### src/design/crm_pkg.sv
// shared constants and types for the cable reflectometry monitor
package crm_pkg;
  localparam int ADDR_W = 5;
  localparam int DATA_W = 16;
  localparam int SAMPLE_W = 8;
  localparam int TIMER_W = 8;
  localparam int WIDTH_W = 3;

  localparam logic [4:0] CONTROL_OFFSET = 5'h16;
  localparam logic [4:0] WINDOW_OFFSET = 5'h17;
  localparam logic [4:0] PEAK_OFFSET = 5'h18;
  localparam logic [4:0] THRESHOLD_OFFSET = 5'h19;

  localparam int CTL_ENABLE_BIT = 15;
  localparam int CTL_FAST_BIT = 14;
  localparam int CTL_TX_ON_RX_BIT = 13;
  localparam int CTL_WATCH_RX_BIT = 12;
  localparam int CTL_LAUNCH_BIT = 11;
  localparam int CTL_WIDTH_HI = 10;
  localparam int CTL_WIDTH_LO = 8;
  localparam int CTL_MIN_MODE_BIT = 7;
  localparam int CTL_WIN_EN_BIT = 6;
  localparam int CTL_THR_HI = 5;
  localparam int CTL_THR_LO = 0;

  localparam int WIN_START_HI = 15;
  localparam int WIN_START_LO = 8;
  localparam int WIN_STOP_HI = 7;
  localparam int WIN_STOP_LO = 0;
  localparam int RES_TIME_HI = 15;
  localparam int RES_TIME_LO = 8;
  localparam int RES_VALUE_HI = 7;
  localparam int RES_VALUE_LO = 0;

  localparam logic [15:0] CONTROL_RESET = 16'h0000;
  localparam logic [7:0] WIN_START_RESET = 8'h00;
  localparam logic [7:0] WIN_STOP_RESET = 8'hff;
  localparam logic [7:0] TIMER_LAST = 8'hff;

  localparam int CLK_PERIOD_NS = 10;
  localparam int FAST_STEP_NS = 8;
  localparam int SLOW_SHORT_NS = 50;
  localparam int SLOW_LONG_NS = 100;
  localparam logic [2:0] SLOW_LONG_MIN_WIDTH = 3'h4;
  // least times, rounded up to whole clocks
  localparam int SLOW_SHORT_CYC = (SLOW_SHORT_NS + CLK_PERIOD_NS - 1) / CLK_PERIOD_NS;
  localparam int SLOW_LONG_CYC = (SLOW_LONG_NS + CLK_PERIOD_NS - 1) / CLK_PERIOD_NS;
  localparam int PULSE_CNT_W = 5;

  typedef enum logic [1:0] {
    CRM_IDLE = 2'b01,
    CRM_RUN = 2'b10
  } crm_state_e;
endpackage

### src/design/crm_pulse_if.sv
// launch request and line driver signals between monitor and pulse generator
`timescale 1ns/1ns
interface crm_pulse_if;
  logic launch;
  logic fast_mode;
  logic [2:0] width;
  logic busy;
  logic fast_drive_pos;
  logic fast_drive_neg;
  logic slow_drive;

  modport gen (
    input launch,
    input fast_mode,
    input width,
    output busy,
    output fast_drive_pos,
    output fast_drive_neg,
    output slow_drive
  );
  modport ctl (
    input busy,
    input fast_drive_pos,
    input fast_drive_neg,
    input slow_drive,
    output launch,
    output fast_mode,
    output width
  );
endinterface

### src/design/crm_pulse_gen.sv
// test pulse generator for the fast and slow line drivers
`timescale 1ns/1ns
module crm_pulse_gen
  import crm_pkg::*;
(
  input wire logic ref_clk,
  input wire logic reset,
  crm_pulse_if.gen pif
);
  typedef struct packed {
    logic [PULSE_CNT_W-1:0] count;
    logic fast;
    logic negative;
    logic busy;
    logic drive_pos;
    logic drive_neg;
    logic drive_slow;
  } crm_gen_s;

  crm_gen_s st;
  crm_gen_s next_st;
  logic [PULSE_CNT_W-1:0] len;

  always_comb begin
    // fast steps of 8 ns rounded up to clocks; slow pulses are 50 or 100 ns
    len = PULSE_CNT_W'((int'(pif.width) * FAST_STEP_NS + CLK_PERIOD_NS - 1) / CLK_PERIOD_NS);
    if (!pif.fast_mode) begin
      len = (pif.width >= SLOW_LONG_MIN_WIDTH) ? PULSE_CNT_W'(SLOW_LONG_CYC) :
                                                 PULSE_CNT_W'(SLOW_SHORT_CYC);
    end
    next_st = st;
    if (st.busy) begin
      if (st.count <= PULSE_CNT_W'(1)) begin
        next_st.busy = 1'b0;
        next_st.count = '0;
      end else begin
        next_st.count = st.count - PULSE_CNT_W'(1);
      end
    end else if (pif.launch && pif.width != 3'h0) begin
      next_st.busy = 1'b1;
      next_st.count = len;
      next_st.fast = pif.fast_mode;
      // alternate fast pulse polarity on each fast launch taken while not busy and at nonzero width
      if (pif.fast_mode) begin
        next_st.negative = ~st.negative;
      end
    end
    // driver lines leave straight from flops, so no decode glitch reaches the line
    next_st.drive_pos = next_st.busy && next_st.fast && !next_st.negative;
    next_st.drive_neg = next_st.busy && next_st.fast && next_st.negative;
    next_st.drive_slow = next_st.busy && !next_st.fast;
  end

  always_ff @(posedge ref_clk or posedge reset) begin
    if (reset) begin
      st <= '0;
    end else begin
      st <= next_st;
    end
  end

  assign pif.busy = st.busy;
  assign pif.fast_drive_pos = st.drive_pos;
  assign pif.fast_drive_neg = st.drive_neg;
  assign pif.slow_drive = st.drive_slow;
endmodule

### src/design/crm_monitor.sv
// cable reflectometry monitor: registers, timer, window and echo detection
`timescale 1ns/1ns
module crm_monitor
  import crm_pkg::*;
(
  input wire logic ref_clk,
  input wire logic reset,
  input wire logic [ADDR_W-1:0] mgmt_addr,
  input wire logic mgmt_wr_en,
  input wire logic [DATA_W-1:0] mgmt_wr_data,
  output logic [DATA_W-1:0] mgmt_rd_data,
  input wire logic [SAMPLE_W-1:0] adc_sample,
  input wire logic adc_valid,
  output logic diag_active,
  output logic pulse_on_rx_pair,
  output logic watch_rx_pair,
  output logic measuring,
  output logic fast_drive_pos,
  output logic fast_drive_neg,
  output logic slow_drive
);
  typedef struct packed {
    crm_state_e state;
    logic enable;
    logic fast;
    logic tx_on_rx;
    logic watch_rx;
    logic [WIDTH_W-1:0] width;
    logic min_mode;
    logic win_en;
    logic [5:0] threshold;
    logic [TIMER_W-1:0] win_start;
    logic [TIMER_W-1:0] win_stop;
    logic [TIMER_W-1:0] timer;
    logic peak_seen;
    logic [SAMPLE_W-1:0] peak_value;
    logic [TIMER_W-1:0] peak_time;
    logic thr_seen;
    logic [SAMPLE_W-1:0] thr_value;
    logic [TIMER_W-1:0] thr_time;
    logic launch;
    logic [DATA_W-1:0] rd_data;
  } crm_mon_s;

  crm_mon_s st;
  crm_mon_s next_st;

  crm_pulse_if pif ();

  crm_pulse_gen u_pulse_gen (
    .ref_clk(ref_clk),
    .reset(reset),
    .pif(pif)
  );

  // launch is a one-clock strobe from a flop, settings come from the stored control
  assign pif.launch = st.launch;
  assign pif.fast_mode = st.fast;
  assign pif.width = st.width;

  logic signed [SAMPLE_W:0] oriented;
  logic signed [SAMPLE_W:0] peak_oriented;
  logic signed [SAMPLE_W:0] thr_level;
  logic in_window;
  logic last_sample;
  logic start_req;
  logic [DATA_W-1:0] ctrl_view;
  logic [DATA_W-1:0] win_view;

  always_comb begin
    // sign-extend one bit so negating the most negative code cannot overflow
    oriented = {adc_sample[SAMPLE_W-1], adc_sample};
    peak_oriented = {st.peak_value[SAMPLE_W-1], st.peak_value};
    if (st.min_mode) begin
      oriented = -oriented;
      peak_oriented = -peak_oriented;
    end
    thr_level = {3'h0, st.threshold};

    in_window = 1'b1;
    if (st.win_en) begin
      in_window = (st.timer >= st.win_start) && (st.timer <= st.win_stop);
    end
    last_sample = st.win_en ? (st.timer == st.win_stop) : (st.timer == TIMER_LAST);

    start_req = mgmt_wr_en && mgmt_addr == CONTROL_OFFSET && mgmt_wr_data[CTL_LAUNCH_BIT];

    ctrl_view = CONTROL_RESET;
    ctrl_view[CTL_ENABLE_BIT] = st.enable;
    ctrl_view[CTL_FAST_BIT] = st.fast;
    ctrl_view[CTL_TX_ON_RX_BIT] = st.tx_on_rx;
    ctrl_view[CTL_WATCH_RX_BIT] = st.watch_rx;
    // launch bit reads back as measurement in progress
    ctrl_view[CTL_LAUNCH_BIT] = (st.state == CRM_RUN);
    ctrl_view[CTL_WIDTH_HI:CTL_WIDTH_LO] = st.width;
    ctrl_view[CTL_MIN_MODE_BIT] = st.min_mode;
    ctrl_view[CTL_WIN_EN_BIT] = st.win_en;
    ctrl_view[CTL_THR_HI:CTL_THR_LO] = st.threshold;
    win_view = {st.win_start, st.win_stop};

    next_st = st;
    next_st.launch = 1'b0;

    // register writes; settings are frozen while a measurement runs
    if (mgmt_wr_en && st.state == CRM_IDLE) begin
      unique case (mgmt_addr)
        CONTROL_OFFSET: begin
          next_st.enable = mgmt_wr_data[CTL_ENABLE_BIT];
          next_st.fast = mgmt_wr_data[CTL_FAST_BIT];
          next_st.tx_on_rx = mgmt_wr_data[CTL_TX_ON_RX_BIT];
          next_st.watch_rx = mgmt_wr_data[CTL_WATCH_RX_BIT];
          next_st.width = mgmt_wr_data[CTL_WIDTH_HI:CTL_WIDTH_LO];
          next_st.min_mode = mgmt_wr_data[CTL_MIN_MODE_BIT];
          next_st.win_en = mgmt_wr_data[CTL_WIN_EN_BIT];
          next_st.threshold = mgmt_wr_data[CTL_THR_HI:CTL_THR_LO];
        end
        WINDOW_OFFSET: begin
          next_st.win_start = mgmt_wr_data[WIN_START_HI:WIN_START_LO];
          next_st.win_stop = mgmt_wr_data[WIN_STOP_HI:WIN_STOP_LO];
        end
        default: begin
        end
      endcase
    end

    unique case (st.state)
      CRM_IDLE: begin
        // launch needs the diagnostic enabled in the same write
        if (start_req && mgmt_wr_data[CTL_ENABLE_BIT]) begin
          next_st.state = CRM_RUN;
          next_st.launch = 1'b1;
          next_st.timer = '0;
          next_st.peak_seen = 1'b0;
          next_st.peak_value = '0;
          next_st.peak_time = '0;
          next_st.thr_seen = 1'b0;
          next_st.thr_value = '0;
          next_st.thr_time = '0;
        end
      end
      CRM_RUN: begin
        // a second launch here is simply not looked at
        if (!st.enable) begin
          next_st.state = CRM_IDLE;
        end else if (adc_valid) begin
          if (in_window) begin
            // strict compare keeps the first occurrence of the extreme
            if (!st.peak_seen || oriented > peak_oriented) begin
              next_st.peak_seen = 1'b1;
              next_st.peak_value = adc_sample;
              next_st.peak_time = st.timer;
            end
            if (!st.thr_seen && oriented > thr_level) begin
              next_st.thr_seen = 1'b1;
              next_st.thr_value = adc_sample;
              next_st.thr_time = st.timer;
            end
          end
          if (last_sample) begin
            next_st.state = CRM_IDLE;
          end else begin
            next_st.timer = st.timer + TIMER_W'(1);
          end
        end
      end
    endcase

    // read data follows the address with one clock of latency
    unique case (mgmt_addr)
      CONTROL_OFFSET: next_st.rd_data = ctrl_view;
      WINDOW_OFFSET: next_st.rd_data = win_view;
      PEAK_OFFSET: next_st.rd_data = {st.peak_time, st.peak_value};
      THRESHOLD_OFFSET: next_st.rd_data = {st.thr_time, st.thr_value};
      default: next_st.rd_data = '0;
    endcase
  end

  always_ff @(posedge ref_clk or posedge reset) begin
    if (reset) begin
      st <= '0;
      st.state <= CRM_IDLE;
      st.win_start <= WIN_START_RESET;
      st.win_stop <= WIN_STOP_RESET;
    end else begin
      st <= next_st;
    end
  end

  assign mgmt_rd_data = st.rd_data;
  assign diag_active = st.enable;
  assign pulse_on_rx_pair = st.tx_on_rx;
  assign watch_rx_pair = st.watch_rx;
  // one-hot run bit, so the output is the flop itself
  assign measuring = st.state[1];
  // drivers pass straight from the pulse generator, with no gating by the enable
  assign fast_drive_pos = pif.fast_drive_pos;
  assign fast_drive_neg = pif.fast_drive_neg;
  assign slow_drive = pif.slow_drive;
endmodule

### config.mk
export PLATFORM = sky130hd
export DESIGN_NAME = crm_monitor
export DESIGN_NICKNAME = d
export VERILOG_FILES = /design/src/design/crm_pkg.sv /design/src/design/crm_pulse_if.sv /design/src/design/crm_pulse_gen.sv /design/src/design/crm_monitor.sv
export SDC_FILE = /design/constraint.sdc
export NUM_CORES = 1
export LEC_CHECK = 0
export BUFFER_PORTS_ARGS = -buffer_cell sky130_fd_sc_hd__buf_2
export CAP_MARGIN = 20
export CORE_MARGIN = 2
export CORE_UTILIZATION = 40
export CTS_BUF_LIST = sky130_fd_sc_hd__clkbuf_16
export DETAILED_ROUTE_END_ITERATION = 16
export HOLD_SLACK_MARGIN = 0.1
export PLACE_DENSITY = 0.61
export SYNTH_ARGS = -nofsm -noshare
export SYNTH_HDL_FRONTEND = slang
export SYNTH_SLANG_ARGS = --single-unit
export TNS_END_PERCENT = 50
### constraint.sdc
create_clock -name ref_clk -period 3.5 [get_ports ref_clk]
set_input_delay 1.05 -clock ref_clk [delete_from_list [all_inputs] [get_ports ref_clk]]
set_output_delay 1.05 -clock ref_clk [all_outputs]
set_load 0.03 [all_outputs]
# ---- After elaboration in Yosys (flattened, before gate mapping)
# Index checks and enable logic that the tools add are counted.
dict set report word_totals {
  register_bits 103
  latch_bits 0
  ram_bits 0
  romBits 0
  input_bits 33
  output_inout_bits 23
  elab_cells 110
  n_memories 0
}
dict set report classes {
  n_addsub 6
  multipliers 0
  n_div 1
  n_lt_le_gt_ge 6
  n_eq_ne 17
  shift 0
  muxes 28
  bitwise_logic 1
  n_reduce_logical 24
}
# operator count
set op_table {}
lappend op_table {{42-bit two-way mux} 2}
lappend op_table {{42-bit case mux with 2 select lines} 1}
lappend op_table {{16-bit case mux with 4 select lines} 1}
lappend op_table {{43-bit two-way mux} 1}
lappend op_table {{17-bit two-way mux} 2}
lappend op_table {{34-bit two-way mux} 1}
lappend op_table {{32-bit by 5-bit divider with 32-bit output (second input constant)} 1}
lappend op_table {{32-bit by 2-bit subtractor with 32-bit output (second input constant)} 1}
lappend op_table {{5-bit == test (second input constant)} 4}
lappend op_table {{9-bit two-way mux} 2}
lappend op_table {{8-bit negation with 9-bit output} 2}
lappend op_table {{8-bit two-way mux} 2}
lappend op_table {{5-bit two-way mux} 3}
lappend op_table {{1-bit logical AND} 11}
lappend op_table {{2-bit two-way mux} 5}
lappend op_table {{5-bit AND reduction} 2}
lappend op_table {{9-bit by 7-bit > comparator with 1-bit output} 1}
lappend op_table {{9-bit > comparator} 1}
lappend op_table {{8-bit by 1-bit adder with 8-bit output (second input constant)} 1}
lappend op_table {{8-bit == test} 1}
lappend op_table {{8-bit == test (second input constant)} 1}
lappend op_table {{8-bit greater-or-equal comparator} 1}
lappend op_table {{8-bit less-or-equal comparator} 1}
lappend op_table {{2-bit inequality test (second input constant)} 4}
lappend op_table {{19 further kinds} 31}

# ---- Longest topological paths before layout
dict set report depth {
  depth_word 9
  mapped_depth 14
  ltp_nobuf 12
}

# ---- Hierarchy
# From an unflattened synthesis, not the netlist that was laid out.
dict set report unflattened {
  cells_unflattened 612
  area_unflattened_um2 6392.4
}
# module n_inst cells_each area_each_um2 seq_area_each_um2
set by_module_without_submodules {}
lappend by_module_without_submodules {crm_monitor 1 495 5392.7 2313.5}
lappend by_module_without_submodules {crm_pulse_gen 1 117 999.7 275.3}

# ---- Worst setup path after synthesis
# No wires, ideal clock.
dict set report synth_path {
  kind {input port to flip-flop}
  start {input adc_sample[5]}
  end {register st[34] in the netlist's numbering}
  setup_ps 79
  arrival_ps 3475
  required_ps 3421
  setup_slack_ps -55
  path_stages 11
  path_buffers 2
  path_cell_list {or3_4 -> o31ai_1 -> xnor2_1 -> ha_1 -> nor2b_1 -> o32a_1 -> a21oi_1 -> a41o_1 -> buf_2 -> buf_4 -> mux2i_1}
}
dict set report synth_via {
  elab_chain_cells 6
}
# item line
set synth_lines {}
lappend synth_lines {{from (decl)} crm_monitor.sv:12} ;# input wire logic [SAMPLE_W-1:0] adc_sample,
lappend synth_lines {{8-bit negation with 9-bit output} crm_monitor.sv:75} ;# oriented = -oriented;
lappend synth_lines {{9-bit two-way mux *} crm_monitor.sv:74} ;# if (st.min_mode) begin
lappend synth_lines {{9-bit > comparator *} crm_monitor.sv:148} ;# if (!st.peak_seen || oriented > peak_oriented) begin
lappend synth_lines {{1-bit logical OR *} crm_monitor.sv:148}
lappend synth_lines {{2-bit by 1-bit inequality test with 1-bit output (no source line) *} -}
lappend synth_lines {{5-bit AND reduction (no source line) *} -}
lappend synth_lines {{to (signal assigned)} crm_monitor.sv:185} ;# st <= next_st;
lappend synth_lines {{to (decl)} crm_monitor.sv:45} ;# crm_mon_s st;
# Mark *: on every way between the ends. The rest lies on a longest branch, timed or not.
# A chain may end at the register's enable or synchronous reset.

# ---- Worst setup path in the final report
dict set report layout_path {
  start {input adc_sample[5]}
  end {register st[38] in the netlist's numbering}
}
# The elaborated chain is that of the path after synthesis.

==> results.sh <==
export IMPL_status="completed"
export IMPL_vias=4707
export IMPL_synthMuxAreaShare_pct=12.3
export IMPL_synth_top_family_by_area="compound AO/OA/AOI/OAI gates"
export IMPL_hpwl_um=11600
export IMPL_place_worst_setup_slack_ns=-0.334
export IMPL_synth_cells=611
export IMPL_drt_iter0_markers=301
export IMPL_rr_startpoint="pif.width[0]"
export IMPL_arrival_ns=3.58
export IMPL_ys_types=64
export IMPL_hold_viol_final=0
export IMPL_core_mm2=0.0151
export IMPL_hold_path_endpoint="u_pulse_gen.st[4]"
export IMPL_worst_path_max_fanout=4
export IMPL_postCtsSetupRepairBufs=0
export IMPL_fillers=1421
export IMPL_synthTopCellsByCount="dfrtp_1, inv_1, nand2_1, mux2i_1, ha_1"
export IMPL_die_h_um=128
export IMPL_synth_net_count=687
export IMPL_cp_start_kind="input port"
export IMPL_drv_cap=0
export IMPL_end_kind="flip-flop"
export IMPL_clkSlewWorstSetupHoldPaths_ns=0.08
export IMPL_post_route_drc_count=0
export IMPL_initial_core_util_pct=40.9
export IMPL_synth_compound_area_share_pct=15.0
export IMPL_grt_pass1_wl_um=24600
export IMPL_grt_pass1_vias=4791
export IMPL_rows=45
export IMPL_nets=744
export IMPL_synth_edf_count=0
export IMPL_period_share_pct=95.3
export IMPL_leakagePower_nw=3.42
export IMPL_p_per_area_mw_per_mm2=604
export IMPL_hold_class="reg -> reg"
export IMPL_switching_power_mw=1.63
export IMPL_drive_gt1_share_pct=23.3
export IMPL_multi_input_area_mm2=0.00315
export IMPL_io_pins=56
export IMPL_overflow=0
export IMPL_diodes=0
export IMPL_synth_ff_type="dfrtp_1"
export IMPL_pwr_share_comb_pct=41.0
export IMPL_portBuffers=55
export IMPL_max_freq_mhz=300
export IMPL_worst_pin_slew_ns=0.845
export IMPL_total_power_mw=4.25
export IMPL_tns_ns=0
export IMPL_dpl_cell_area_mm2=0.00673
export IMPL_ys_ff_latch=103
export IMPL_grt_start_max_net_pins=41
export IMPL_setup_ws_ns=0.164
export IMPL_clock_skew_ns=0.00896
export IMPL_cts_root_buf="clkbuf_16"
export IMPL_rr_endpoint="u_pulse_gen.st[7]"
export IMPL_ant_nets=0
export IMPL_viasPerCell=5.47
export IMPL_globalRouteTotalUtil_pct=19.2
export IMPL_async_reset_ff_share_pct=100
export IMPL_worst_hold_startpoint="u_pulse_gen.st[4]"
export IMPL_yosys_warnings=0
export IMPL_routed_wl_um=15300
export IMPL_worstSetupPathType="in -> reg"
export IMPL_path_cells="buf_2 > or3_4 > o311a_1 > or2_2 > ha_1 > o32a_1 > a21oi_2 > a41o_2 > mux2_2"
export IMPL_rsz0062_at_grt="false"
export IMPL_cts_made_buffers=9
export IMPL_ir_drop_uv=458
export IMPL_synth_area_top_cells="dfrtp_1, ha_1, mux2i_1"
export IMPL_ys_seq_area_share_pct=41.8
export IMPL_clockBufferDepth=2
export IMPL_seq_power_share_pct=36.1
export IMPL_hold_depth=1
export IMPL_yosys_area_share_simple_pct=12.2
export IMPL_power_frac_clock_pct=22.9
export IMPL_syn_area_mm2=0.00619
export IMPL_slew_headroom_pct=42.2
export IMPL_synth_fa_ha_area_share_pct=8.69
export IMPL_die_x_um=128
export IMPL_synth_top_cell_area_share_pct=38.0
export IMPL_p_int_mw=2.62
export IMPL_r2r_slack_ns=0.40
export IMPL_post_cts_resized=0
export IMPL_wire_per_inst_um=17.8
export IMPL_crit_path_max_incr_delay_ns=0.40
export IMPL_dieArea_mm2=0.0165
export IMPL_cts_tree="built"
export IMPL_areaGrowthSynthToFinish_pct=13.7
export IMPL_p_sw_share_pct=38.3
export IMPL_clk_latency_ns=0.36
export IMPL_firstDrtPassIters=4
export IMPL_place_congestion=0.907
export IMPL_seqCellArea_mm2=0.00259
export IMPL_clock_sinks=103
export IMPL_synth_top_cell_by_area="dfrtp_1"
export IMPL_required_ns=3.75
export IMPL_htree_levels=3
export IMPL_avgSynthCellArea_um2=10.1
export IMPL_finalMaxSlewViolations=0
export IMPL_synthXorXnorAreaFrac_pct=2.41
export IMPL_final_area_mm2=0.00704
export IMPL_r2r_worst_path_cells=10
export IMPL_cts_hold_buf=0
export IMPL_antenna_found_initial=0
export IMPL_worst_path_max_delay_cell="or3_4"
export IMPL_setup_viol_count_final=0
export IMPL_period_minus_slack_ns=3.34
export IMPL_yosysMostFrequentCell="dfrtp_1"
power by group through the flow:
stage / clock network [mW] / registers, mW / logic [mW]
6_report: 0.971 / 1.53 / 1.74
5_1_grt: 1.04 / 1.56 / 1.93
4_1_cts: 1.00 / 1.53 / 1.72
3_5_place_dp: 0 / 1.55 / 1.72
3_3_place_gp: 0 / 1.54 / 1.66
2_1_floorplan: 0 / 1.50 / 1.34
layout by cell type (no fill, tap or decap), types with 3 or more instances in the layout:
cell type	n
dfrtp_1	94
buf_2	55
inv_1	53
nand2_1	51
mux2i_1	48
ha_1	43
buf_4	30
o21ai_0	29
nor2_1	27
mux2_2	25
a21oi_1	18
o22ai_1	17
a22o_1	16
xnor2_1	14
nand4_1	9
nand3_1	9
clkbuf_16	9
dfstp_2	9
nor2b_1	8
o31ai_1	8
nand2b_1	7
a21o_1	5
nor3b_1	5
a211o_1	4
or2_2	4
o21a_1	4
and3_1	4
and2_1	4
nor3_1	4
o211ai_1	3
a31oi_1	3
a211oi_1	3
xor2_1	3
inv_6	3
buf_12	3
how the worst max path moves through the flow:
stage | slack, ns | startpoint | end
finish | 0.16 | adc_sample[5] | st[38]
global route | 0.02 | adc_sample[0] | st[47]
CTS | 0.02 | adc_sample[0] | st[47]
detailed placement | -0.33 | adc_sample[0] | st[47]
global placement | -0.17 | adc_sample[0] | st[49]
floorplan | -0.05 | adc_sample[5] | st[34]
per-layer routing:
metal  GRT usage, %  share of wire [%]  wire, um  up-vias
li1               -                  -         -     2265
met1           25.2                 45      6890     2298
met2           31.9                 47      7260      127
met3           3.87                5.6       853       17
met4           6.27                1.9       289        0
met5              0                  0         0        -
worst max-delay path, delay by kind of cell:
kind	cells	cell delay, ns
compound gates	4	1.16
simple gates	2	0.70
mux	1	0.35
fa+ha+maj	1	0.21
buf+inv	1	0.11
per-stage QoR:
step	hold slack, ns	std cells	utilization (%)
detailed placement	0.473	845	44.5
global placement	0.464	845	44.5
floorplan	0.445	611	-
global route	0.524	861	46.5
CTS	0.483	861	46.3
finish	0.490	861	46.5
sequential cells by signal (all words and copies together), names as in the netlist:
register / flops
pif.width: 3
u_pulse_gen.pif.fast_drive_neg: 1
pulse_on_rx_pair: 1
pif.fast_mode: 1
mgmt_rd_data: 16
ctrl_view: 8
watch_rx_pair: 1
pif.launch: 1
measuring: 1
u_pulse_gen.pif.fast_drive_pos: 1
st: 59
u_pulse_gen.st: 7
u_pulse_gen.pif.slow_drive: 1
diag_active: 1
u_pulse_gen.pif.busy: 1
area by class of cell:
class	instances	share of cell area, %
multi-input cells	411	44.7
flip-flops and latches	103	36.8
repair buffers	90	8.28
well taps	188	3.34
clock buffers	9	3.20
inverters	53	2.88
clock inverters	7	0.764
cells by family (layout without fill, tap and decap cells):
kind of cell / Yosys count / after routing
AO/OA/AOI/OAI: 134 / 134
XOR/XNOR: 17 / 17
adder cells (fa/ha/maj): 43 / 43
buffers and inverters: 97 / 159
flip-flops: 103 / 103
multiplexers: 73 / 73
AND/OR/NAND/NOR: 144 / 144
(Power assumes the default switching activity.)
